<file path="config.mk">
export PLATFORM = sky130hd
export DESIGN_NAME = config_word_protection_logic
export DESIGN_NICKNAME = d
export VERILOG_FILES = /design/src/include/cfg_prot_pkg.sv /design/src/include/cfg_word_if.sv /design/src/rtl/config_word_protection_logic.sv /design/src/rtl/cfg_word_loader.sv /design/src/rtl/self_write_check.sv
export SDC_FILE = /design/constraint.sdc
export NUM_CORES = 1
export LEC_CHECK = 0
export ABC_AREA = 1
export ABC_CLOCK_PERIOD_IN_PS = 2400
export BUFFER_PORTS_ARGS = -buffer_cell sky130_fd_sc_hd__buf_2
export CAP_MARGIN = 20
export CORE_MARGIN = 2
export CORE_UTILIZATION = 47
export DETAILED_ROUTE_END_ITERATION = 10
export GPL_TIMING_DRIVEN = 1
export PLACE_DENSITY = 0.82
export SYNTH_ARGS = -nofsm -noshare
export SYNTH_HDL_FRONTEND = slang
export SYNTH_SLANG_ARGS = --single-unit
</file>
<file path="constraint.sdc">
create_clock -name clk -period 2.4 [get_ports clk]
set_input_delay 0.36 -clock clk [delete_from_list [all_inputs] [get_ports clk]]
set_output_delay 0.36 -clock clk [all_outputs]
set_load 0.1 [all_outputs]
</file>
<file path="src/include/cfg_prot_pkg.sv">
// Purpose: Shared constants for the configuration word protection block.
// Assumes: 14-bit configuration words, APB register window with 32-bit data.
// Notes: Bit positions follow configuration words two and one; unused bits read back as stored.
package cfg_prot_pkg;

	// Field positions in configuration word two.
	localparam int LowVoltageBit = 13;
	localparam int DebugBit = 12;
	localparam int LowPowerBorBit = 11;
	localparam int TripSelectBit = 10;
	localparam int StackResetBit = 9;
	localparam int CapPinBit = 5;
	localparam int WriteProtLsb = 0;
	// Field positions in configuration word one used here.
	localparam int DataProtBit = 8;
	localparam int CodeProtBit = 7;
	// Erased value of a configuration word.
	localparam logic [13:0] CfgErased = 14'h3fff;
	// Identity word layout.
	localparam int PartIdLsb = 5;
	localparam int StepLsb = 0;
	// Arbitrary neutral identity values.
	localparam logic [8:0] PartIdDefault = 9'h0a5;
	localparam logic [4:0] StepDefault = 5'h01;

	// Self-write protection encodings.
	localparam logic [1:0] WrtOff = 2'h3;
	localparam logic [1:0] WrtQuarter = 2'h2;
	localparam logic [1:0] WrtHalf = 2'h1;
	localparam logic [1:0] WrtAll = 2'h0;
	// Protected block ends, last protected address.
	localparam logic [14:0] QuarterEnd = 15'h01ff;
	localparam logic [14:0] HalfEnd = 15'h03ff;
	localparam logic [14:0] AllEnd = 15'h07ff;

	// Configuration space addresses.
	localparam logic [14:0] UserIdFirst = 15'h0000;
	localparam logic [14:0] UserIdBase = 15'h8000;
	localparam logic [14:0] UserIdLast = 15'h8003;
	localparam logic [14:0] IdentityAddr = 15'h8006;

	// APB register byte offsets.
	localparam logic [7:0] OffCfgTwo = 8'h00;
	localparam logic [7:0] OffCfgOne = 8'h04;
	localparam logic [7:0] OffIdentity = 8'h08;
	localparam logic [7:0] OffStatus = 8'h0c;
	localparam logic [7:0] OffUserId0 = 8'h10;
	localparam logic [7:0] OffRefused = 8'h20;

	// Latching phase of the configuration loader.
	typedef enum logic [1:0] {LoadIdle, LoadWait, LoadDone} load_state_t;

endpackage : cfg_prot_pkg

</file>
<file path="src/include/cfg_word_if.sv">
// Purpose: Carries the decoded configuration word between the modules.
// Assumes: Driven by the loader, read by the checker.
// Notes: Values stay constant between resets.
`timescale 1ns/100ps
interface cfg_word_if;
	logic [13:0] cfgTwo;
	logic [13:0] cfgOne;
	logic valid;
	modport source (output cfgTwo, output cfgOne, output valid);
	modport sink (input cfgTwo, input cfgOne, input valid);
endinterface : cfg_word_if

</file>
<file path="src/rtl/config_word_protection_logic.sv">
// Purpose: Decodes configuration word two and enforces memory protection.
// Assumes: APB slave, one clock, synchronous active-high reset.
// Notes: Programmer and CPU access requests are single-cycle decisions.
// Notes on behaviour
// RULE1: Low-voltage entry refuses programming the low-voltage bit to zero.
// RULE2: Debug bit set frees clock and data pins; clear reserves them.
// RULE3: Low-power brown-out bit one disables it, zero enables it.
// RULE4: Trip select one picks low trip point, zero the high.
// RULE5: Stack-fault bit one makes overflow or underflow reset the device.
// RULE6: Capacitor pin bit one disables capacitor on port A pin 6.
// RULE7: Two-bit field sizes the self-write protected block from 000h.
// RULE8: With 000h-1FFh protected, 200h-7FFh stay self-writable.
// RULE9: Full protection blocks every self-write up to 7FFh.
// RULE10: Self-write permission ignores the code protection bit.
// RULE11: Code protect zero blocks external program access; reads return zero.
// RULE12: Data protect zero blocks external EEPROM reads and writes.
// RULE13: CPU accesses are never affected by code protection.
// RULE14: Program and EEPROM protection use separate, independent bits.
// RULE15: User ID words 8000h-8003h readable and writable while running.
// RULE16: Identity word holds part ID in 13-5, step in 4-0.
// RULE17: Identity word is readable by external tools.
// RULE18: Tools should leave the debug bit at one normally.
// RULE19: Configuration words latched during reset, held while running.
`timescale 1ns/100ps
module config_word_protection_logic
	import cfg_prot_pkg::*;
#(
	parameter logic [8:0] PartId = PartIdDefault,
	parameter logic [4:0] StepId = StepDefault
)
(
	input wire logic clk,
	input wire logic sys_rst,
	input wire logic [13:0] nvCfgTwo,
	input wire logic [13:0] nvCfgOne,
	input wire logic psel,
	input wire logic penable,
	input wire logic pwrite,
	input wire logic [7:0] paddr,
	input wire logic [31:0] pwdata,
	output logic [31:0] prdata,
	output logic pready,
	output logic pslverr,
	input wire logic lowVoltageEntered,
	input wire logic progReq,
	input wire logic progWrite,
	input wire logic progEeprom,
	input wire logic [14:0] progAddr,
	input wire logic [13:0] progWdata,
	input wire logic [13:0] memRdata,
	output logic progGrant,
	output logic [13:0] progRdata,
	output logic progRdValid,
	input wire logic cpuWriteReq,
	input wire logic [14:0] cpuWriteAddr,
	output logic cpuWriteGrant,
	input wire logic stackFault,
	output logic stackReset,
	output logic debugPinsOwned,
	output logic lowPowerBorOn,
	output logic lowTripSelected,
	output logic capPinOn
);
	cfg_word_if cfg ();
	logic [13:0] userId [4];
	logic [1:0] refusedReg;
	logic [31:0] prdataNext;
	logic swAllowed;
	logic apbWrite;
	logic apbRead;
	logic progPmAllowed;
	logic progEeAllowed;
	logic progAllowed;
	logic lvBitRefused;
	logic progUserHit;
	logic progIdentHit;
	logic [13:0] progRdNext;
	logic [13:0] identityWord;
	logic [1:0] userIdx;
	logic [1:0] progUserIdx;
	logic addrMapped;
	logic isUserIdAddr;

	cfg_word_loader loader (
		.clk(clk),
		.sys_rst(sys_rst),
		.nvCfgTwo(nvCfgTwo),
		.nvCfgOne(nvCfgOne),
		.cfg(cfg)
	);

	self_write_check self_write_check_i (
		.wrtField(cfg.cfgTwo[WriteProtLsb +: 2]),
		.addr(cpuWriteAddr),
		.allowed(swAllowed)
	);

	// RULE16 identity layout.
	// Identity word packs the part and step fields.
	assign identityWord = {PartId, StepId};

	// APB decode; the bus answers with no wait states.
	assign apbWrite = psel && penable && pwrite;
	assign apbRead = psel && !pwrite;
	assign isUserIdAddr = paddr >= OffUserId0 && paddr < OffRefused && paddr[1:0] == 2'h0;
	assign userIdx = paddr[3:2];
	assign addrMapped = isUserIdAddr || paddr == OffCfgTwo || paddr == OffCfgOne || paddr == OffIdentity
		|| paddr == OffStatus || paddr == OffRefused;

	// Read data selection for the APB window.
	always_comb
	begin
		prdataNext = 32'h0000_0000;
		if (isUserIdAddr)
			prdataNext = {18'h00000, userId[userIdx]};
		else if (paddr == OffCfgTwo)
			prdataNext = {18'h00000, cfg.cfgTwo};
		else if (paddr == OffCfgOne)
			prdataNext = {18'h00000, cfg.cfgOne};
		else if (paddr == OffIdentity)
			prdataNext = {18'h00000, identityWord};
		else if (paddr == OffStatus)
			prdataNext = {26'h0000000, debugPinsOwned, lowPowerBorOn, lowTripSelected, capPinOn,
				stackReset, cpuWriteGrant};
		else if (paddr == OffRefused)
			prdataNext = {30'h00000000, refusedReg};
	end

	// APB outputs are registered; the answer comes in the access phase.
	always_ff @(posedge clk)
	begin
		if (sys_rst)
		begin
			prdata <= 32'h0000_0000;
			pready <= 1'b0;
			pslverr <= 1'b0;
		end
		else
		begin
			pready <= psel && !penable;
			pslverr <= psel && !penable && !addrMapped;
			prdata <= (psel && !penable && apbRead) ? prdataNext : 32'h0000_0000;
		end
	end

	// Programmer request decode.
	assign progUserHit = progAddr >= UserIdBase && progAddr <= UserIdLast;
	assign progIdentHit = progAddr == IdentityAddr;
	assign progUserIdx = progAddr[1:0];
	// RULE11 program memory gate.
	assign progPmAllowed = cfg.cfgOne[CodeProtBit];
	// RULE12 EEPROM gate, RULE14 independent bits.
	assign progEeAllowed = cfg.cfgOne[DataProtBit];
	// RULE1 refuse clearing the low-voltage bit.
	assign lvBitRefused = progWrite && !progEeprom && lowVoltageEntered && progAddr == UserIdBase + 15'h0007
		&& !progWdata[LowVoltageBit];
	assign progAllowed = progEeprom ? progEeAllowed : (progUserHit || progIdentHit || progPmAllowed);

	// RULE11 zeros on protected read, RULE17 identity readable.
	always_comb
	begin
		progRdNext = 14'h0000;
		if (progEeprom)
			progRdNext = progEeAllowed ? memRdata : 14'h0000;
		else if (progIdentHit)
			progRdNext = identityWord;
		else if (progUserHit)
			progRdNext = userId[progUserIdx];
		else if (progPmAllowed)
			progRdNext = memRdata;
	end

	// User ID storage, writable from the bus and the programmer.
	always_ff @(posedge clk)
	begin
		if (sys_rst)
		begin
			for (int i = 0; i < 4; i++)
				userId[i] <= CfgErased;
		end
		// RULE15 user ID writes.
		else if (apbWrite && isUserIdAddr)
			userId[userIdx] <= pwdata[13:0];
		else if (progReq && progWrite && progUserHit && !progEeprom)
			userId[progUserIdx] <= progWdata;
	end

	// Programmer and CPU answers, one cycle after the request.
	always_ff @(posedge clk)
	begin
		if (sys_rst)
		begin
			progGrant <= 1'b0;
			progRdata <= 14'h0000;
			progRdValid <= 1'b0;
			cpuWriteGrant <= 1'b0;
			refusedReg <= 2'h0;
		end
		else
		begin
			progGrant <= progReq && cfg.valid && progAllowed && !lvBitRefused;
			progRdValid <= progReq && !progWrite;
			progRdata <= (progReq && !progWrite) ? progRdNext : 14'h0000;
			// RULE13 CPU unaffected by code protection.
			cpuWriteGrant <= cpuWriteReq && cfg.valid && swAllowed;
			// Set wins over a clear written in the same cycle.
			refusedReg[0] <= (progReq && (!progAllowed || lvBitRefused))
				|| (refusedReg[0] && !(apbWrite && paddr == OffRefused && pwdata[0]));
			refusedReg[1] <= (cpuWriteReq && !swAllowed)
				|| (refusedReg[1] && !(apbWrite && paddr == OffRefused && pwdata[1]));
		end
	end

	// Decoded configuration controls.
	always_ff @(posedge clk)
	begin
		if (sys_rst)
		begin
			stackReset <= 1'b0;
			debugPinsOwned <= 1'b0;
			lowPowerBorOn <= 1'b0;
			lowTripSelected <= 1'b1;
			capPinOn <= 1'b0;
		end
		else
		begin
			// RULE5 stack fault reset.
			stackReset <= stackFault && cfg.cfgTwo[StackResetBit];
			// RULE2 debugger pin ownership.
			debugPinsOwned <= !cfg.cfgTwo[DebugBit];
			// RULE3 low-power brown-out enable.
			lowPowerBorOn <= !cfg.cfgTwo[LowPowerBorBit];
			// RULE4 trip point select.
			lowTripSelected <= cfg.cfgTwo[TripSelectBit];
			// RULE6 capacitor pin function.
			capPinOn <= !cfg.cfgTwo[CapPinBit];
		end
	end
endmodule : config_word_protection_logic

</file>
<file path="src/rtl/cfg_word_loader.sv">
// Purpose: Latches the nonvolatile configuration words while reset is held.
// Assumes: Nonvolatile outputs are stable, from the same clock domain.
// Notes: Words are taken every cycle of reset and then held.
`timescale 1ns/100ps
module cfg_word_loader
	import cfg_prot_pkg::*;
(
	input wire logic clk,
	input wire logic sys_rst,
	input wire logic [13:0] nvCfgTwo,
	input wire logic [13:0] nvCfgOne,
	cfg_word_if.source cfg
);
	logic [13:0] twoReg;
	logic [13:0] oneReg;
	logic validReg;

	// RULE19 latch during reset.
	// Words track storage while reset is held and freeze at release.
	always_ff @(posedge clk)
	begin
		if (sys_rst)
		begin
			twoReg <= nvCfgTwo;
			oneReg <= nvCfgOne;
		end
		validReg <= !sys_rst;
	end

	assign cfg.cfgTwo = twoReg;
	assign cfg.cfgOne = oneReg;
	assign cfg.valid = validReg;
endmodule : cfg_word_loader

</file>
<file path="src/rtl/self_write_check.sv">
// Purpose: Decides whether a CPU self-write to program memory is allowed.
// Assumes: Address is a program memory word address.
// Notes: Pure decode; the code protection bit is deliberately not an input.
`timescale 1ns/100ps
module self_write_check
	import cfg_prot_pkg::*;
(
	input wire logic [1:0] wrtField,
	input wire logic [14:0] addr,
	output logic allowed
);
	logic [14:0] lastProt;
	logic protAny;

	// RULE7 block size select.
	assign protAny = (wrtField != WrtOff);
	assign lastProt = (wrtField == WrtQuarter) ? QuarterEnd : (wrtField == WrtHalf) ? HalfEnd : AllEnd;
	// RULE8 upper area writable, RULE9 all blocked, RULE10 no code protect term.
	assign allowed = !protAny || (wrtField != WrtAll && addr > lastProt && addr <= AllEnd);
endmodule : self_write_check

</file>
# Yosys cells after proc, flatten, opt, wreduce, memory -nomap -nowiden
# Memories as Yosys holds them, arrays and structs flattened.
# Index checks and enable logic that the tools add are counted.
# totals
register_bits,87
inputBits,137
memories,1
wordCells,132
ram_bits,56
out_inout_bits,56
# classes
n_lt_le_gt_ge,6
reduce_logical,68
bitwise,2
mux,29
n_eq_ne,9
# mem_list
name,words,word_bits,rd,rd_ports_with_merged_regs,write_ports,line,rtl
userId,4,14,2,0,4,config_word_protection_logic.sv:65,logic [13:0] userId [4];
# ops
cell,count
2-to-1 mux 14 bit,10
logical AND 1 bit,33
"== test 15 x 3 -> 1 bit, second input constant",2
OR reduction 14 bit,2
"== test 8 x 4 -> 1 bit, second input constant",2
zero test 1 bit,16
"greater-or-equal comparator 15 x 1 -> 1 bit, second input constant",1
> comparator 15 bit,1
"less-or-equal comparator 15 x 11 -> 1 bit, second input constant",1
"less-or-equal comparator 15 x 2 -> 1 bit, second input constant",1
2-to-1 mux 15 bit,1
2-to-1 mux 13 bit,1
2-to-1 mux 1 bit,12
logical OR 1 bit,11
2-to-1 mux 11 bit,1
"== test 8 x 3 -> 1 bit, second input constant",1
"== test 8 x 6 -> 1 bit, second input constant",1
"greater-or-equal comparator 8 x 5 -> 1 bit, second input constant",1
zero test 8 bit,1
"< comparator 8 x 6 -> 1 bit, second input constant",1
OR reduction 7 bit,1
2-to-1 mux 2 bit,3
2-to-1 mux 6 bit,1
OR reduction 2 bit,2
other kinds (6),7

# Depth between registers and ports, before layout
# logic_depth
ltp_word,10
ltp_mapped,11

# Hierarchy
# A second synthesis with hierarchy kept.
# hier_totals
hier_cells,662
hier_area_um2,6117.1
# by_module_without_submodules
mod,cells_per_inst,area_each_um2,instances,seq_area_each_um2
config_word_protection_logic,596,5062.4,1,2482.4
cfg_word_loader,30,864.6,1,860.8
self_write_check,36,190.2,1,0.0

# Least setup slack after synthesis
# Ideal clock, no wire load.
# synth_timing
path_type,input-to-reg
from,input paddr[1]
to,memory userId[3][0] (enable)
cell_stages,8
arrival_time_ns,1.894
required_ns,2.016
setup_slack_ns,0.121
path_cell_list,nor2_1 -> nand3_2 -> nor2_1 -> nor2_1 -> nand3_2 -> nand2_4 -> buf_2 -> nor2_1
# synth_lines
item,line,rtl
from (decl),config_word_protection_logic.sv:39,"input wire logic [7:0] paddr,"
to (decl),config_word_protection_logic.sv:65,

==> metrics.md <==
| Metric | Value |
|---|---|
| Worst EP required | `between 2000 and 3000 ps` |
| Startpoint types | `input port` |
| Outcome | `finished clean` |
| Port bufs | `156` |
| Unrepaired setup endpoints after global routing | `false` |
| Post-synth EDFFs | `84` |
| Async SR Flop Fraction | `0%` |
| Dpl cell area | `between 7000 and 8000 um^2` |
| Resize count post-CTS | `0` |
| R2r setup slk | `around 800 ps` |
| Final worst slack | `597.3 ps` |
| Util after Layout | `approximately three fifths` |
| R2R Path End | `refusedReg[1]` |
| Critical path endpoint category | `flop` |
| CTS tree | `yes` |
| Worst Max-Slew Pin Slew | `roughly 670 ps` |
| Setup tns final | `0 ps` |
| CP Class | `in2reg` |
| Mapped cell area | `about 6200 um^2` |
| WHS Path Cells | `1` |
| Core Rows | `42` |
| DR iter-0 viols | `about 760` |
| Multi-input gate area | `2354 um^2` |
| Die Height | `119.2 um` |
| Pre-CTS setup slack | `approximately 190 ps` |
| Hold Path Sink | `loader.cfg.cfgTwo[2]` |
| Most frequent cells in the layout | `196 x nand2_1, 156 x buf_2, 84 x edfxtp_1, 82 x nand3_1, 79 x inv_1` |
| YS warnings | `0` |
| TritonRoute pass-1 iters | `6` |
| WP data arrival | `around 2000 ps` |
| FF/Latch Area | `around 3300 um^2` |
| Root Buffer Master | `clkbuf_16` |
| Post-synthesis cell count | `a little over 700` |
| H-tree levels | `4` |
| Die X | `119.2 um` |
| Worst Clk Skew | `just under 10 ps` |
| Yosys top cell area share | `between 40% and 50%` |
| Post-synthesis sequential area ratio | `roughly 54%` |
| # nets final | `around 1000` |
| Num CTS Buffers | `17` |
| Final Setup Violations | `0` |
| Post-synth top area cell | `edfxtp_1` |
| DRC viols | `0` |
| Most common cell after layout, fill and taps aside | `nand2_1` |
| PnR Total Power | `5.633 mW` |
| Starting Density | `47.65%` |
| Largest net degree at the start of global routing | `32` |
| WL final | `between 15 and 20 mm` |
| LEAKAGE | `3.493 nW` |
| Vias per inst | `roughly 5.3` |
| Clock Path Buffers | `2` |
| Cell variety after synth | `39` |
| Hold wc startpoint | `nvCfgTwo[2]` |
| Worst-skew pair later-pin latency | `~430 ps` |
| Dpl hpwl | `between 10 and 15 mm` |
| Layout cells sized above 1 | `roughly 28%` |
| Global-route wire length before repair | `approximately 27 mm` |
| Final ANT Viol Nets | `0` |
| MaxCap Viol Count | `0` |
| Post-CTS Hold Fix Bufs | `0` |
| Overflow after GRT | `0` |
| Pwr/cell area | `just over 700 nW/um^2` |
| Worst r2r src | `loader.cfg.cfgTwo[1]` |
| Vias | `roughly 5700` |
| Post-synth top flop | `edfxtp_1` |
| RePlAce Congestion | `around 0.88` |
| Worst-path fanout max | `19` |
| I/O Pins | `~190` |
| Peak VDD IR | `approximately 0.52 mV` |
| Cell area after layout | `7799 um^2` |
| Clk slew on worst S/H paths | `~60 ps` |
| Rel. slew slack | `a little under three fifths` |
| Post-CTS Setup Bufs | `0` |
| CTS sink cnt | `~130` |
| Fill count | `~1100` |
| Die area | `14200 um^2` |
| F_max | `~550 MHz` |
| ANT cells | `0` |
| Core area | `~13000 um^2` |
| Routed WL per cell | `about 16 um` |
| Worst hold path type | `in2reg` |
| Area Overhead vs Synth | `25.09%` |
| GRT Util Overall | `24.75%` |
| Top cells by area, synth | `edfxtp_1 40%, dfxtp_1 13%, nand2_1 12%` |
| #FFs+latches synth | `~130` |
| Vias in the first global route | `around 5400` |
| Register-to-Register Path Depth | `8` |
| Mean Syn Cell Area | `around 8.7 um^2` |
| Initial antenna violation count | `0` |
| Period utilization | `between 70% and 80%` |
| Final Hold Fails | `0` |
| Max-slew violations | `0` |
| Min cycle time layout | `roughly 1800 ps` |
sequential cells by signal, summed over array words and instances (netlist names), 2 cells and up:
signal and count:
loader.cfg.cfgOne 14, loader.cfg.cfgTwo 14, prdata 14, progRdata 14
refusedReg 2, userId 56
worst max path at each step:
stage	from	endpoint	slack, ps	cells after the start
final	progAddr[3]	userId[2][5]	600	10
after global routing	progAddr[3]	userId[2][9]	500	10
after CTS	progAddr[3]	userId[2][5]	630	10
after detailed placement	progAddr[3]	userId[2][5]	190	10
after global placement	progAddr[3]	userId[2][12]	230	10
after floorplan	paddr[1]	userId[3][0]	120	8
cell usage after synthesis, types with 3 or more instances:
cell,n
nand2_1,196
edfxtp_1,84
nand3_1,82
inv_1,79
dfxtp_1,41
a21oi_1,40
nor2_1,33
a22oi_1,28
buf_4,20
clkbuf_1,11
buf_2,10
o21ai_2,10
o21ai_0,9
a31oi_1,7
ha_1,5
inv_2,5
nand4_1,5
nand2_2,4
nor2_2,4
nor3_1,4
o211ai_1,4
buf_1,3
clkinv_1,3
nand3_2,3
nor2_4,3
nor4_1,3
o21bai_1,3
o22ai_1,3
worst max-delay path, stage by stage:
cell and delay (ps):
buf_2 100, or2_1 260, nor2_4 150, nand2_4 180, nor2_8 160, nand3_2 80
nand2_2 130, inv_2 70, nor2_4 340, nand2_1 110
where the power goes:
part	total, mW	internal, mW	switching (mW)
Clock	2.52	1.40	1.12
Combinational	0.655	0.177	0.478
Sequential	2.46	2.40	0.0579
through the flow:
stage	hold slack, ps	std cells
3_3_place_gp	414.4	1043
4_1_cts	91.06	1075
6_report	105.7	1075
5_1_grt	92.56	1075
2_1_floorplan	411.6	733
3_5_place_dp	420.9	1043
cells by family (layout without fill, tap and decap cells):
family	count (synthesis)	in the layout	share of synthesized area, %
adders and majority gates	5	5	1.003
and+or+nand+nor	346	346	24.84
buffers and inverters	133	299	9.653
other	1	18	0.06015
AOI/OAI and AO/OA	106	106	10.82
DFF	125	125	53.62
metal layers:
layer / wire length (um) / vias up / part of all wire [%] / global-route usage, %
met3: 2038 / 51 / 12 / 6.897
met1: 6458 / 2618 / 37 / 30.59
li1: - / 2708 / - / -
met4: 694 / 0 / 4.0 / 13.10
met2: 8271 / 369 / 47 / 39.48
met5: 0 / - / 0 / 0
layout make-up:
class	count	share of cell area, %
Tap cell	176	2.824
Inverter	87	4.187
Multi-Input combinational cell	475	30.18
Timing Repair Buffer	180	12.48
Clock buffer	17	5.455
Sequential cell	125	42.87
Clock inverter	15	2.005
No activity file was read; power rests on OpenSTA's default activity.
